[src/dccu_pkg.sv]
package dccu_pkg;

    // Register byte addresses on the AXI4-Lite bus.
    localparam logic [7:0] OFF_U1_CTRL = 8'h00;
    localparam logic [7:0] OFF_U1_LOW = 8'h04;
    localparam logic [7:0] OFF_U1_HIGH = 8'h08;
    localparam logic [7:0] OFF_U2_CTRL = 8'h0c;
    localparam logic [7:0] OFF_U2_LOW = 8'h10;
    localparam logic [7:0] OFF_U2_HIGH = 8'h14;
    localparam logic [7:0] OFF_FLAGS = 8'h18;

    // Control register layout and reset.
    localparam logic [7:0] CTRL_RESET = 8'h00;
    localparam logic [7:0] CTRL_IMPL_MASK = 8'h3f;
    localparam int CTRL_MODE_LSB = 0;

    // Event flag positions inside the flag register.
    localparam int FLAG_U1_BIT = 2;
    localparam int FLAG_U2_BIT = 0;
    localparam logic [7:0] FLAGS_RESET = 8'h00;

    // Mode select codes.
    localparam logic [3:0] MODE_OFF = 4'h0;
    localparam logic [3:0] MODE_TOGGLE = 4'h2;
    localparam logic [3:0] MODE_CAP_FALL = 4'h4;
    localparam logic [3:0] MODE_CAP_RISE = 4'h5;
    localparam logic [3:0] MODE_CAP_4TH = 4'h6;
    localparam logic [3:0] MODE_CAP_16TH = 4'h7;
    localparam logic [3:0] MODE_SET_HIGH = 4'h8;
    localparam logic [3:0] MODE_SET_LOW = 4'h9;
    localparam logic [3:0] MODE_FLAG_ONLY = 4'ha;
    localparam logic [3:0] MODE_TRIGGER = 4'hb;

    // Prescaler terminal counts.
    localparam logic [1:0] PRESC_LAST_OF_4 = 2'h3;
    localparam logic [3:0] PRESC_LAST_OF_16 = 4'hf;

    // AXI responses.
    localparam logic [1:0] RESP_OKAY = 2'h0;
    localparam logic [1:0] RESP_SLVERR = 2'h2;

    typedef enum logic [1:0] {
        RD_IDLE = 2'b01,
        RD_RESP = 2'b10
    } dccu_rd_e;

endpackage

[src/dccu_unit_if.sv]
`timescale 1ns/100ps
`default_nettype none

interface dccu_unit_if;
    logic wr_ctrl;
    logic wr_low;
    logic wr_high;
    logic [7:0] wr_byte;
    logic [15:0] timer;
    logic pin_in;
    logic [7:0] control;
    logic [15:0] value;
    logic event_hit;
    logic trigger;
    logic pin_out;

    modport unit (
        input wr_ctrl, wr_low, wr_high, wr_byte, timer, pin_in,
        output control, value, event_hit, trigger, pin_out
    );
    modport host (
        output wr_ctrl, wr_low, wr_high, wr_byte, timer, pin_in,
        input control, value, event_hit, trigger, pin_out
    );
endinterface

`default_nettype wire

[src/dccu_unit.sv]
`timescale 1ns/100ps
`default_nettype none

module dccu_unit import dccu_pkg::*; (
    // Clock and reset
    input wire logic sys_clk,
    input wire logic reset_n,
    // Register block side
    dccu_unit_if.unit port_if
);

    typedef struct packed {
        logic [7:0] control;
        logic [15:0] value;
        logic [3:0] presc;
        logic sync1;
        logic sync2;
        logic pin_prev;
        logic pin_out;
        logic event_hit;
        logic trigger;
    } dccu_unit_s;

    dccu_unit_s st;
    dccu_unit_s next_st;
    logic [3:0] mode;
    logic rise;
    logic fall;
    logic cap_hit;
    logic match;

    function automatic logic is_capture(input logic [3:0] m);
        return m[3:2] == 2'b01;
    endfunction

    function automatic logic is_compare(input logic [3:0] m);
        return (m == MODE_TOGGLE) || (m[3:2] == 2'b10);
    endfunction

    //////////////////////////////////////////////////////////////////////
    always_comb begin
        mode = st.control[CTRL_MODE_LSB +: 4];
        rise = st.sync2 & ~st.pin_prev;
        fall = ~st.sync2 & st.pin_prev;
        match = is_compare(mode) && (st.value == port_if.timer);
        cap_hit = 1'b0;
        next_st = st;
        next_st.sync1 = port_if.pin_in;
        next_st.sync2 = st.sync1;
        next_st.pin_prev = st.sync2;
        next_st.event_hit = 1'b0;
        next_st.trigger = 1'b0;
        // Mod 16 count of rising edges serves both prescalers; a prescale change keeps it.
        if (!is_capture(mode)) begin
            next_st.presc = 4'h0;
        end else if (rise) begin
            next_st.presc = st.presc + 4'h1;
        end
        case (mode)
            MODE_CAP_FALL: cap_hit = fall;
            MODE_CAP_RISE: cap_hit = rise;
            MODE_CAP_4TH: cap_hit = rise && (st.presc[1:0] == PRESC_LAST_OF_4);
            MODE_CAP_16TH: cap_hit = rise && (st.presc == PRESC_LAST_OF_16);
            default: cap_hit = 1'b0;
        endcase
        if (port_if.wr_low) begin
            next_st.value[7:0] = port_if.wr_byte;
        end
        if (port_if.wr_high) begin
            next_st.value[15:8] = port_if.wr_byte;
        end
        // A capture in the same cycle as a software write wins; no overrun is kept.
        if (cap_hit) begin
            next_st.value = port_if.timer;
            next_st.event_hit = 1'b1;
        end
        if (match) begin
            next_st.event_hit = 1'b1;
            case (mode)
                MODE_TOGGLE: next_st.pin_out = ~st.pin_out;
                MODE_SET_HIGH: next_st.pin_out = 1'b1;
                MODE_SET_LOW: next_st.pin_out = 1'b0;
                MODE_TRIGGER: next_st.trigger = 1'b1;
                default: next_st.pin_out = st.pin_out;
            endcase
        end
        if (port_if.wr_ctrl) begin
            next_st.control = port_if.wr_byte & CTRL_IMPL_MASK;
            case (port_if.wr_byte[3:0])
                MODE_OFF: begin
                    next_st.pin_out = 1'b0;
                    next_st.presc = 4'h0;
                    next_st.event_hit = 1'b0;
                    next_st.trigger = 1'b0;
                end
                MODE_SET_HIGH: next_st.pin_out = 1'b0;
                MODE_SET_LOW: next_st.pin_out = 1'b1;
                default: next_st.pin_out = next_st.pin_out;
            endcase
        end
    end

    always_ff @(posedge sys_clk or negedge reset_n) begin
        if (!reset_n) begin
            st <= '0;
        end else begin
            st <= next_st;
        end
    end

    assign port_if.control = st.control;
    assign port_if.value = st.value;
    assign port_if.event_hit = st.event_hit;
    assign port_if.trigger = st.trigger;
    assign port_if.pin_out = st.pin_out;

    //////////////////////////////////////////////////////////////////////
    property p_capture_copy;
        @(posedge sys_clk) disable iff (!reset_n)
        (cap_hit && !port_if.wr_ctrl) |=> (st.value == $past(port_if.timer)) && st.event_hit;
    endproperty
    a_capture_copy: assert property (p_capture_copy)
        else $error("capture lost timer value");

    property p_presc_clear;
        @(posedge sys_clk) disable iff (!reset_n)
        !is_capture(mode) |=> (st.presc == 4'h0) || is_capture(mode);
    endproperty
    a_presc_clear: assert property (p_presc_clear)
        else $error("prescaler not cleared");

    property p_toggle;
        @(posedge sys_clk) disable iff (!reset_n)
        (match && mode == MODE_TOGGLE && !port_if.wr_ctrl) |=> st.pin_out != $past(st.pin_out);
    endproperty
    a_toggle: assert property (p_toggle)
        else $error("toggle on match missing");

    property p_trigger;
        @(posedge sys_clk) disable iff (!reset_n)
        st.trigger |-> $past(mode) == MODE_TRIGGER && st.event_hit;
    endproperty
    a_trigger: assert property (p_trigger)
        else $error("trigger without match in trigger mode");

    property p_ctrl_zero_top;
        @(posedge sys_clk) disable iff (!reset_n)
        port_if.wr_ctrl |=> st.control[7:6] == 2'b00;
    endproperty
    a_ctrl_zero_top: assert property (p_ctrl_zero_top)
        else $error("control top bits set");

endmodule // dccu_unit

`default_nettype wire

[src/dccu_top.sv]
// Functional notes
// - Value is two byte registers, both read/write.
// - Mode 0000 disables the unit, resets state.
// - Capture codes select edge and prescale.
// - 1000/1001 initialise pin, force on match.
// - 0010 toggles pin; 11xx does nothing.
// - 1010 flag only; 1011 flag plus trigger.
// - Bits 5-4 are stored but have no function.
// - Control bits 7-6 read zero; rest reset.
// - Capture copies full timer into value.
// - Capture sets sticky flag, software clears.
// - New capture overwrites unread value silently.
// - Prescaler clears outside capture modes.
// - Prescale code change keeps the counter.
// - Compare every cycle; act and flag on equality.
// - Control written zero forces output latch low.
// - Unit 1 trigger resets the shared timer.
// - Unit 2 trigger resets timer, starts conversion.
// - Unit 2 trigger raises no overflow flag.
`timescale 1ns/100ps
`default_nettype none

module dccu_top import dccu_pkg::*; #(
    parameter int ADDR_W = 8
) (
    // Clock and reset
    input wire logic sys_clk,
    input wire logic reset_n,
    // AXI4-Lite write address
    input wire logic [ADDR_W-1:0] s_axi_awaddr,
    input wire logic s_axi_awvalid,
    output logic s_axi_awready,
    // AXI4-Lite write data
    input wire logic [31:0] s_axi_wdata,
    input wire logic [3:0] s_axi_wstrb,
    input wire logic s_axi_wvalid,
    output logic s_axi_wready,
    // AXI4-Lite write response
    output logic [1:0] s_axi_bresp,
    output logic s_axi_bvalid,
    input wire logic s_axi_bready,
    // AXI4-Lite read address
    input wire logic [ADDR_W-1:0] s_axi_araddr,
    input wire logic s_axi_arvalid,
    output logic s_axi_arready,
    // AXI4-Lite read data
    output logic [31:0] s_axi_rdata,
    output logic [1:0] s_axi_rresp,
    output logic s_axi_rvalid,
    input wire logic s_axi_rready,
    // Unit pins
    input wire logic unit1_pin_in,
    input wire logic unit2_pin_in,
    output logic unit1_pin_out,
    output logic unit2_pin_out,
    // Shared timer and converter
    input wire logic [15:0] shared_timer_count,
    input wire logic adc_enabled,
    output logic timer_reset,
    output logic adc_start
);

    typedef struct packed {
        logic aw_got;
        logic w_got;
        logic [ADDR_W-1:0] awaddr;
        logic [7:0] wbyte;
        logic wlane0;
        logic awready;
        logic wready;
        logic bvalid;
        logic [1:0] bresp;
        dccu_rd_e rd_state;
        logic arready;
        logic rvalid;
        logic [31:0] rdata;
        logic [1:0] rresp;
        logic [7:0] flags;
        logic [1:0] wr_ctrl;
        logic [1:0] wr_low;
        logic [1:0] wr_high;
        logic [7:0] wr_byte;
        logic timer_reset;
        logic adc_start;
    } dccu_top_s;

    dccu_top_s st;
    dccu_top_s next_st;
    logic [7:0] flag_set;
    logic [7:0] flag_clr;
    logic commit;

    dccu_unit_if u1_if();
    dccu_unit_if u2_if();

    //////////////////////////////////////////////////////////////////////
    // Register decode, shared by the read and write paths.

    function automatic logic is_mapped(input logic [ADDR_W-1:0] a);
        case (8'(a))
            OFF_U1_CTRL, OFF_U1_LOW, OFF_U1_HIGH: return 1'b1;
            OFF_U2_CTRL, OFF_U2_LOW, OFF_U2_HIGH: return 1'b1;
            OFF_FLAGS: return 1'b1;
            default: return 1'b0;
        endcase
    endfunction

    function automatic logic [31:0] read_word(input logic [ADDR_W-1:0] a,
                                              input logic [7:0] flags);
        logic [7:0] b;
        b = 8'h00;
        case (8'(a))
            OFF_U1_CTRL: b = u1_if.control;
            OFF_U1_LOW: b = u1_if.value[7:0];
            OFF_U1_HIGH: b = u1_if.value[15:8];
            OFF_U2_CTRL: b = u2_if.control;
            OFF_U2_LOW: b = u2_if.value[7:0];
            OFF_U2_HIGH: b = u2_if.value[15:8];
            OFF_FLAGS: b = flags;
            default: b = 8'h00;
        endcase
        return {24'h000000, b};
    endfunction

    //////////////////////////////////////////////////////////////////////
    always_comb begin
        flag_set = 8'h00;
        flag_set[FLAG_U1_BIT] = u1_if.event_hit;
        flag_set[FLAG_U2_BIT] = u2_if.event_hit;
        flag_clr = 8'h00;
        commit = st.aw_got && st.w_got && !st.bvalid;
        next_st = st;
        next_st.wr_ctrl = 2'b00;
        next_st.wr_low = 2'b00;
        next_st.wr_high = 2'b00;

        // Write address and data are taken in either order.
        if (s_axi_awvalid && st.awready) begin
            next_st.aw_got = 1'b1;
            next_st.awaddr = s_axi_awaddr;
        end
        if (s_axi_wvalid && st.wready) begin
            next_st.w_got = 1'b1;
            next_st.wbyte = s_axi_wdata[7:0];
            next_st.wlane0 = s_axi_wstrb[0];
        end
        if (commit) begin
            next_st.aw_got = 1'b0;
            next_st.w_got = 1'b0;
            next_st.bvalid = 1'b1;
            next_st.bresp = is_mapped(st.awaddr) ? RESP_OKAY : RESP_SLVERR;
            next_st.wr_byte = st.wbyte;
            // Registers are one byte wide, so only lane 0 carries a write.
            if (st.wlane0) begin
                case (8'(st.awaddr))
                    OFF_U1_CTRL: next_st.wr_ctrl[0] = 1'b1;
                    OFF_U1_LOW: next_st.wr_low[0] = 1'b1;
                    OFF_U1_HIGH: next_st.wr_high[0] = 1'b1;
                    OFF_U2_CTRL: next_st.wr_ctrl[1] = 1'b1;
                    OFF_U2_LOW: next_st.wr_low[1] = 1'b1;
                    OFF_U2_HIGH: next_st.wr_high[1] = 1'b1;
                    OFF_FLAGS: flag_clr = st.wbyte;
                    default: flag_clr = 8'h00;
                endcase
            end
        end else if (st.bvalid && s_axi_bready) begin
            next_st.bvalid = 1'b0;
        end
        next_st.awready = !next_st.aw_got && !next_st.bvalid;
        next_st.wready = !next_st.w_got && !next_st.bvalid;

        // Hardware set wins over a software clear in the same cycle.
        next_st.flags = (st.flags & ~flag_clr) | flag_set;

        case (st.rd_state)
            RD_IDLE: begin
                if (s_axi_arvalid && st.arready) begin
                    next_st.rd_state = RD_RESP;
                    next_st.arready = 1'b0;
                    next_st.rvalid = 1'b1;
                    next_st.rdata = read_word(s_axi_araddr, st.flags);
                    next_st.rresp = is_mapped(s_axi_araddr) ? RESP_OKAY : RESP_SLVERR;
                end
            end
            RD_RESP: begin
                if (s_axi_rready) begin
                    next_st.rd_state = RD_IDLE;
                    next_st.arready = 1'b1;
                    next_st.rvalid = 1'b0;
                end
            end
            default: begin
                next_st.rd_state = RD_IDLE;
                next_st.arready = 1'b1;
                next_st.rvalid = 1'b0;
            end
        endcase

        // Either trigger clears the timer through its reset input only,
        // so the timer's own overflow flag never sees it.
        next_st.timer_reset = u1_if.trigger | u2_if.trigger;
        next_st.adc_start = u2_if.trigger & adc_enabled;
    end

    always_ff @(posedge sys_clk or negedge reset_n) begin
        if (!reset_n) begin
            st <= '0;
            st.awready <= 1'b1;
            st.wready <= 1'b1;
            st.arready <= 1'b1;
            st.rd_state <= RD_IDLE;
            st.flags <= FLAGS_RESET;
        end else begin
            st <= next_st;
        end
    end

    //////////////////////////////////////////////////////////////////////
    // Unit links.

    assign u1_if.wr_ctrl = st.wr_ctrl[0];
    assign u1_if.wr_low = st.wr_low[0];
    assign u1_if.wr_high = st.wr_high[0];
    assign u1_if.wr_byte = st.wr_byte;
    assign u1_if.timer = shared_timer_count;
    assign u1_if.pin_in = unit1_pin_in;
    assign u2_if.wr_ctrl = st.wr_ctrl[1];
    assign u2_if.wr_low = st.wr_low[1];
    assign u2_if.wr_high = st.wr_high[1];
    assign u2_if.wr_byte = st.wr_byte;
    assign u2_if.timer = shared_timer_count;
    assign u2_if.pin_in = unit2_pin_in;

    dccu_unit u_unit1 (
        .sys_clk(sys_clk),
        .reset_n(reset_n),
        .port_if(u1_if.unit)
    );

    dccu_unit u_unit2 (
        .sys_clk(sys_clk),
        .reset_n(reset_n),
        .port_if(u2_if.unit)
    );

    //////////////////////////////////////////////////////////////////////
    // Outputs, all straight from flops.

    assign s_axi_awready = st.awready;
    assign s_axi_wready = st.wready;
    assign s_axi_bvalid = st.bvalid;
    assign s_axi_bresp = st.bresp;
    assign s_axi_arready = st.arready;
    assign s_axi_rvalid = st.rvalid;
    assign s_axi_rdata = st.rdata;
    assign s_axi_rresp = st.rresp;
    assign unit1_pin_out = u1_if.pin_out;
    assign unit2_pin_out = u2_if.pin_out;
    assign timer_reset = st.timer_reset;
    assign adc_start = st.adc_start;

    //////////////////////////////////////////////////////////////////////
    property p_flag_set_wins;
        @(posedge sys_clk) disable iff (!reset_n)
        u1_if.event_hit |=> st.flags[FLAG_U1_BIT];
    endproperty
    a_flag_set_wins: assert property (p_flag_set_wins)
        else $error("unit 1 flag not set");

    property p_flag_sticky;
        @(posedge sys_clk) disable iff (!reset_n)
        (st.flags[FLAG_U1_BIT] && !(commit && st.wlane0 && 8'(st.awaddr) == OFF_FLAGS))
            |=> st.flags[FLAG_U1_BIT];
    endproperty
    a_flag_sticky: assert property (p_flag_sticky)
        else $error("unit 1 flag cleared by hardware");

    property p_timer_reset;
        @(posedge sys_clk) disable iff (!reset_n)
        u1_if.trigger |=> timer_reset;
    endproperty
    a_timer_reset: assert property (p_timer_reset)
        else $error("unit 1 trigger did not reset timer");

    property p_adc_start;
        @(posedge sys_clk) disable iff (!reset_n)
        adc_start |-> $past(u2_if.trigger) && $past(adc_enabled) && timer_reset;
    endproperty
    a_adc_start: assert property (p_adc_start)
        else $error("conversion start without unit 2 trigger");

    property p_zero_ctrl_low;
        @(posedge sys_clk) disable iff (!reset_n)
        (u1_if.wr_ctrl && u1_if.wr_byte == 8'h00) |=> !unit1_pin_out && u1_if.control == 8'h00;
    endproperty
    a_zero_ctrl_low: assert property (p_zero_ctrl_low)
        else $error("output latch not forced low");

    property p_bvalid_hold;
        @(posedge sys_clk) disable iff (!reset_n)
        (s_axi_bvalid && !s_axi_bready) |=> s_axi_bvalid && $stable(s_axi_bresp);
    endproperty
    a_bvalid_hold: assert property (p_bvalid_hold) else $error("write response dropped early");

    property p_rvalid_hold;
        @(posedge sys_clk) disable iff (!reset_n)
        (s_axi_rvalid && !s_axi_rready) |=> s_axi_rvalid && $stable(s_axi_rdata);
    endproperty
    a_rvalid_hold: assert property (p_rvalid_hold)
        else $error("read data dropped early");

    property p_u2_flag_set;
        @(posedge sys_clk) disable iff (!reset_n)
        u2_if.event_hit |=> st.flags[FLAG_U2_BIT];
    endproperty
    a_u2_flag_set: assert property (p_u2_flag_set)
        else $error("unit 2 flag not set");

    property p_u2_timer_reset;
        @(posedge sys_clk) disable iff (!reset_n)
        u2_if.trigger |=> timer_reset;
    endproperty
    a_u2_timer_reset: assert property (p_u2_timer_reset)
        else $error("unit 2 trigger did not reset timer");

    property p_adc_blocked;
        @(posedge sys_clk) disable iff (!reset_n)
        (u2_if.trigger && !adc_enabled) |=> !adc_start;
    endproperty
    a_adc_blocked: assert property (p_adc_blocked)
        else $error("conversion start while converter off");

    property p_timer_reset_cause;
        @(posedge sys_clk) disable iff (!reset_n)
        timer_reset |-> $past(u1_if.trigger) || $past(u2_if.trigger);
    endproperty
    a_timer_reset_cause: assert property (p_timer_reset_cause)
        else $error("timer reset without a trigger");

endmodule // dccu_top

`default_nettype wire

[config.mk]
export PLATFORM = sky130hd
export DESIGN_NAME = dccu_top
export DESIGN_NICKNAME = d
export VERILOG_FILES = /design/src/dccu_pkg.sv /design/src/dccu_unit_if.sv /design/src/dccu_unit.sv /design/src/dccu_top.sv
export SDC_FILE = /design/constraint.sdc
export NUM_CORES = 1
export LEC_CHECK = 0
export BUFFER_PORTS_ARGS = -buffer_cell sky130_fd_sc_hd__buf_2
export CAP_MARGIN = 30
export CORE_AREA = 2 2 115 117
export DETAILED_ROUTE_END_ITERATION = 7
export DIE_AREA = 0 0 117 119
export GPL_TIMING_DRIVEN = 0
export PLACE_DENSITY = 0.72
export SYNTH_ARGS = -nofsm -noshare
export SYNTH_HDL_FRONTEND = slang
export SYNTH_SLANG_ARGS = --single-unit
[constraint.sdc]
create_clock -name sys_clk -period 1.5 [get_ports sys_clk]
set_input_delay 0.15 -clock sys_clk [delete_from_list [all_inputs] [get_ports sys_clk]]
set_output_delay 0.15 -clock sys_clk [all_outputs]
set_load 0.02 [all_outputs]
==> reports/results.ini <==
[synth]
synth.top_cell.area_share=0.480
synth_top_flop_cell=dfrtp_1
synthesis.instances=579
avgSynthCellArea_um2=10.7
synth_cell_types=60
ys_seq_area_frac=0.492
syn_area_um2=6210
synth_warnings=0
synthTopCellsByArea=dfrtp_1, mux2i_1, mux2_2
ys_seq_elements=122
synthArstFlopShare=1.00
synth_edf_count=0
synth.largest_area_cell=dfrtp_1

[drt]
wirelength_mm=16.1
dr.pass1.iters=7
viasPerCell=5.33
ant_nets=0
detail_route.iter0.violations=305
drc_errors=0
via_count=4939
routedWlPerCell_um=17.4

[critical_path]
critical_path_class=reg2reg
cp-start-kind=register
cpMostUsedCell=a21oi_4
cp-end-kind=register
slowest_delay_ns=0.40
worstPathRequired_ns=1.83
path_max_fanout=10
cp_data_arrival_time_ns=2.00
crit_chain=buf_6 > or3b_4 > a21oi_4 > o21ai_4 > buf_8 > a21oi_4
crit_slowest_cell=or3b_4

[global_routing]
grt.total_usage=0.243
antenna_found_initial=1
grt_max_degree=96
grtUsageMet1=0.324
top_usage_layer=met2
gr-total-overflow=0
grt_pass1_wl_mm=25.4
grtUsageMet3=0.0646
use_met2=0.380
grt_pass1_vias=4908

[place]
placed_area_um2=6900
io_buffer_count=67
dp_cells=848
dp_hpwl_mm=10.7
globalplace.congestion=0.959

[sta]
post-route-period-util=1.11
hold_ws_ns=0.0427
period_minus_slack_ns=1.67
finalMaxSlewViolations=0
finalClockSkew_ns=0.00808
slew_headroom=0.466
setup_violations=45
finalHoldViolCount=0
tightest_slew_ns=0.800
setup_ws_ns=-0.166
rsz0062_at_grt=yes
max_freq_ghz=0.600

[layout]
synthToLayoutAreaGrowth_pct=36.0
stdcell_area_um2=8440
nFillCells=968
drive_above_1_share=0.396
utilization=0.656
final_nets=817
fin_cells=927
layout_commonest_cell=dfrtp_1
final_cell_mix=dfrtp_1, buf_2, buf_4

[clock_network]
cts_buffer_depth=2
cts_root_buffer=clkbuf_16
cts_buffers=17
numClockSinks=122
cts_max_level=4
tritoncts=built
clkTransAtPathRegs_ns=0.06
clk_latency_ns=0.42

[run_status]
outcome=finished with violations
violations=negative setup slack

[power]
pwr-share-seq=0.417
switchingPower_mw=3.96
netSwitchingFraction=0.322
p_leak_nw=3.73
ir_drop_v=0.00104
p_clk_frac=0.341
p_comb_frac=0.242
internal_power_mw=8.36
pwr_density_cell_nw_per_um2=1460

[floorplan]
die_y_um=119
dieWidth_um=117
core_area_um2=12900
initial_core_util=0.482
io_pins=123
rows=42
dieArea_um2=13900

[job]
drv_cap=0

[min_path]
min_path_type=in2reg

==> what timing repair did <==
item | 4_1_cts | 5_1_grt
gates resized for setup | 74 | 67
pin swaps | 32 | 18
hold buffers | 24 | 0
buffers inserted | 23 | 7
gates cloned | 4 | 0
endpoints found under the setup margin | 58 | 61
endpoints found under the hold margin | 50 | 0
==> Yosys cell counts (4+ instances only) <==
master      n
mux2_2     28
nor4_1      8
o21ai_0    15
nand4_1     6
nand2_1    46
inv_1       4
dfrtp_1   119
a22o_1      7
clkbuf_1   14
buf_2       6
buf_1       4
a21oi_1    44
xor2_1     22
and2_1      5
mux2i_1    46
a21boi_0    9
xnor2_1    17
nor2_1     50
nor3_1      7
nor2b_1    11
nand2b_1    6
buf_4      39
nand3b_1    6
==> power groups by stage <==
stage	sequential [mW]	clock [mW]	combinational, mW
after CTS	5.03	4.26	2.76
after floorplan	4.73	0	1.90
after global placement	4.82	0	2.56
after global routing	5.25	4.41	3.27
final	5.14	4.19	2.98
after detailed placement	4.87	0	2.64
==> registers in the layout (all words and copies together) (netlist names), 5 cells and up <==
register                 cells
u_unit2.port_if.value       16
u1_if.wr_byte                8
st                          35
s_axi_rdata                  8
u_unit1.port_if.value       16
u_unit2.port_if.control      6
u_unit2.st                   5
u_unit1.port_if.control      6
u_unit1.st                   5
==> path summary, 6_finish.rpt <==
kind	startpoint	endpoint	slack (ns)	cells past startpoint
min in group asynchronous	reset_n	st[23]	0.17	2
max	u_unit2.port_if.control[0]	u_unit2.port_if.event_hit	-0.17	6
min	shared_timer_count[7]	u_unit2.port_if.value[7]	0.04	3
max reg2reg	u_unit2.port_if.control[0]	u_unit2.port_if.event_hit	-0.17	6
max in group asynchronous	reset_n	st[60]	0.57	3
min reg2reg	u_unit2.next_st[4]	u_unit2.next_st[3]	0.35	0
==> cells by family after synthesis <==
| logic type | count (synthesis) | share of synthesized area |
|---|---|---|
| simple gates | 167 | 0.137 |
| xor+xnor | 39 | 0.0550 |
| fa+ha+maj | 2 | 0.00403 |
| mux | 77 | 0.136 |
| buf+inv | 71 | 0.0716 |
| flops | 122 | 0.492 |
| compound gates | 100 | 0.103 |
| other cells | 1 | 0.000604 |
==> metal layers <==
metal / vias to the layer above / part of all wire
li1: 2289 / -
met1: 2364 / 0.42
met4: 0 / 0.030
met5: - / 0
met3: 47 / 0.074
met2: 239 / 0.48
==> cell type report <==
class	instances	area (um2)	area share
clock inverters	10	140	0.0166
inverters	4	15.0	0.00178
plain buffers	61	443	0.0525
repair buffers	120	862	0.102
multi-input cells	411	3220	0.381
diodes	1	2.50	0.000296
clock buffers	22	474	0.0562
flip-flops and latches	122	3070	0.363
well taps	176	220	0.0261
==> stage by stage <==
stage          setup slack, ns  total power, mW  TNS [ns]
4_1_cts                 -0.146             12.1     -5.02
2_1_floorplan          -0.0145             6.64   -0.0145
3_3_place_gp             -1.25             7.37   -160.46
3_5_place_dp            -0.514             7.51    -12.09
5_1_grt                 -0.232             12.9     -9.57
6_report                -0.166             12.3     -5.28
==> critical path, delay by kind of cell (launching register included) <==
kind,cells,cell delay [ns]
compound gates,3,0.47
buf+inv,2,0.33
flops,1,0.37
simple gates,1,0.40
No activity file was read; power rests on OpenSTA's default activity.
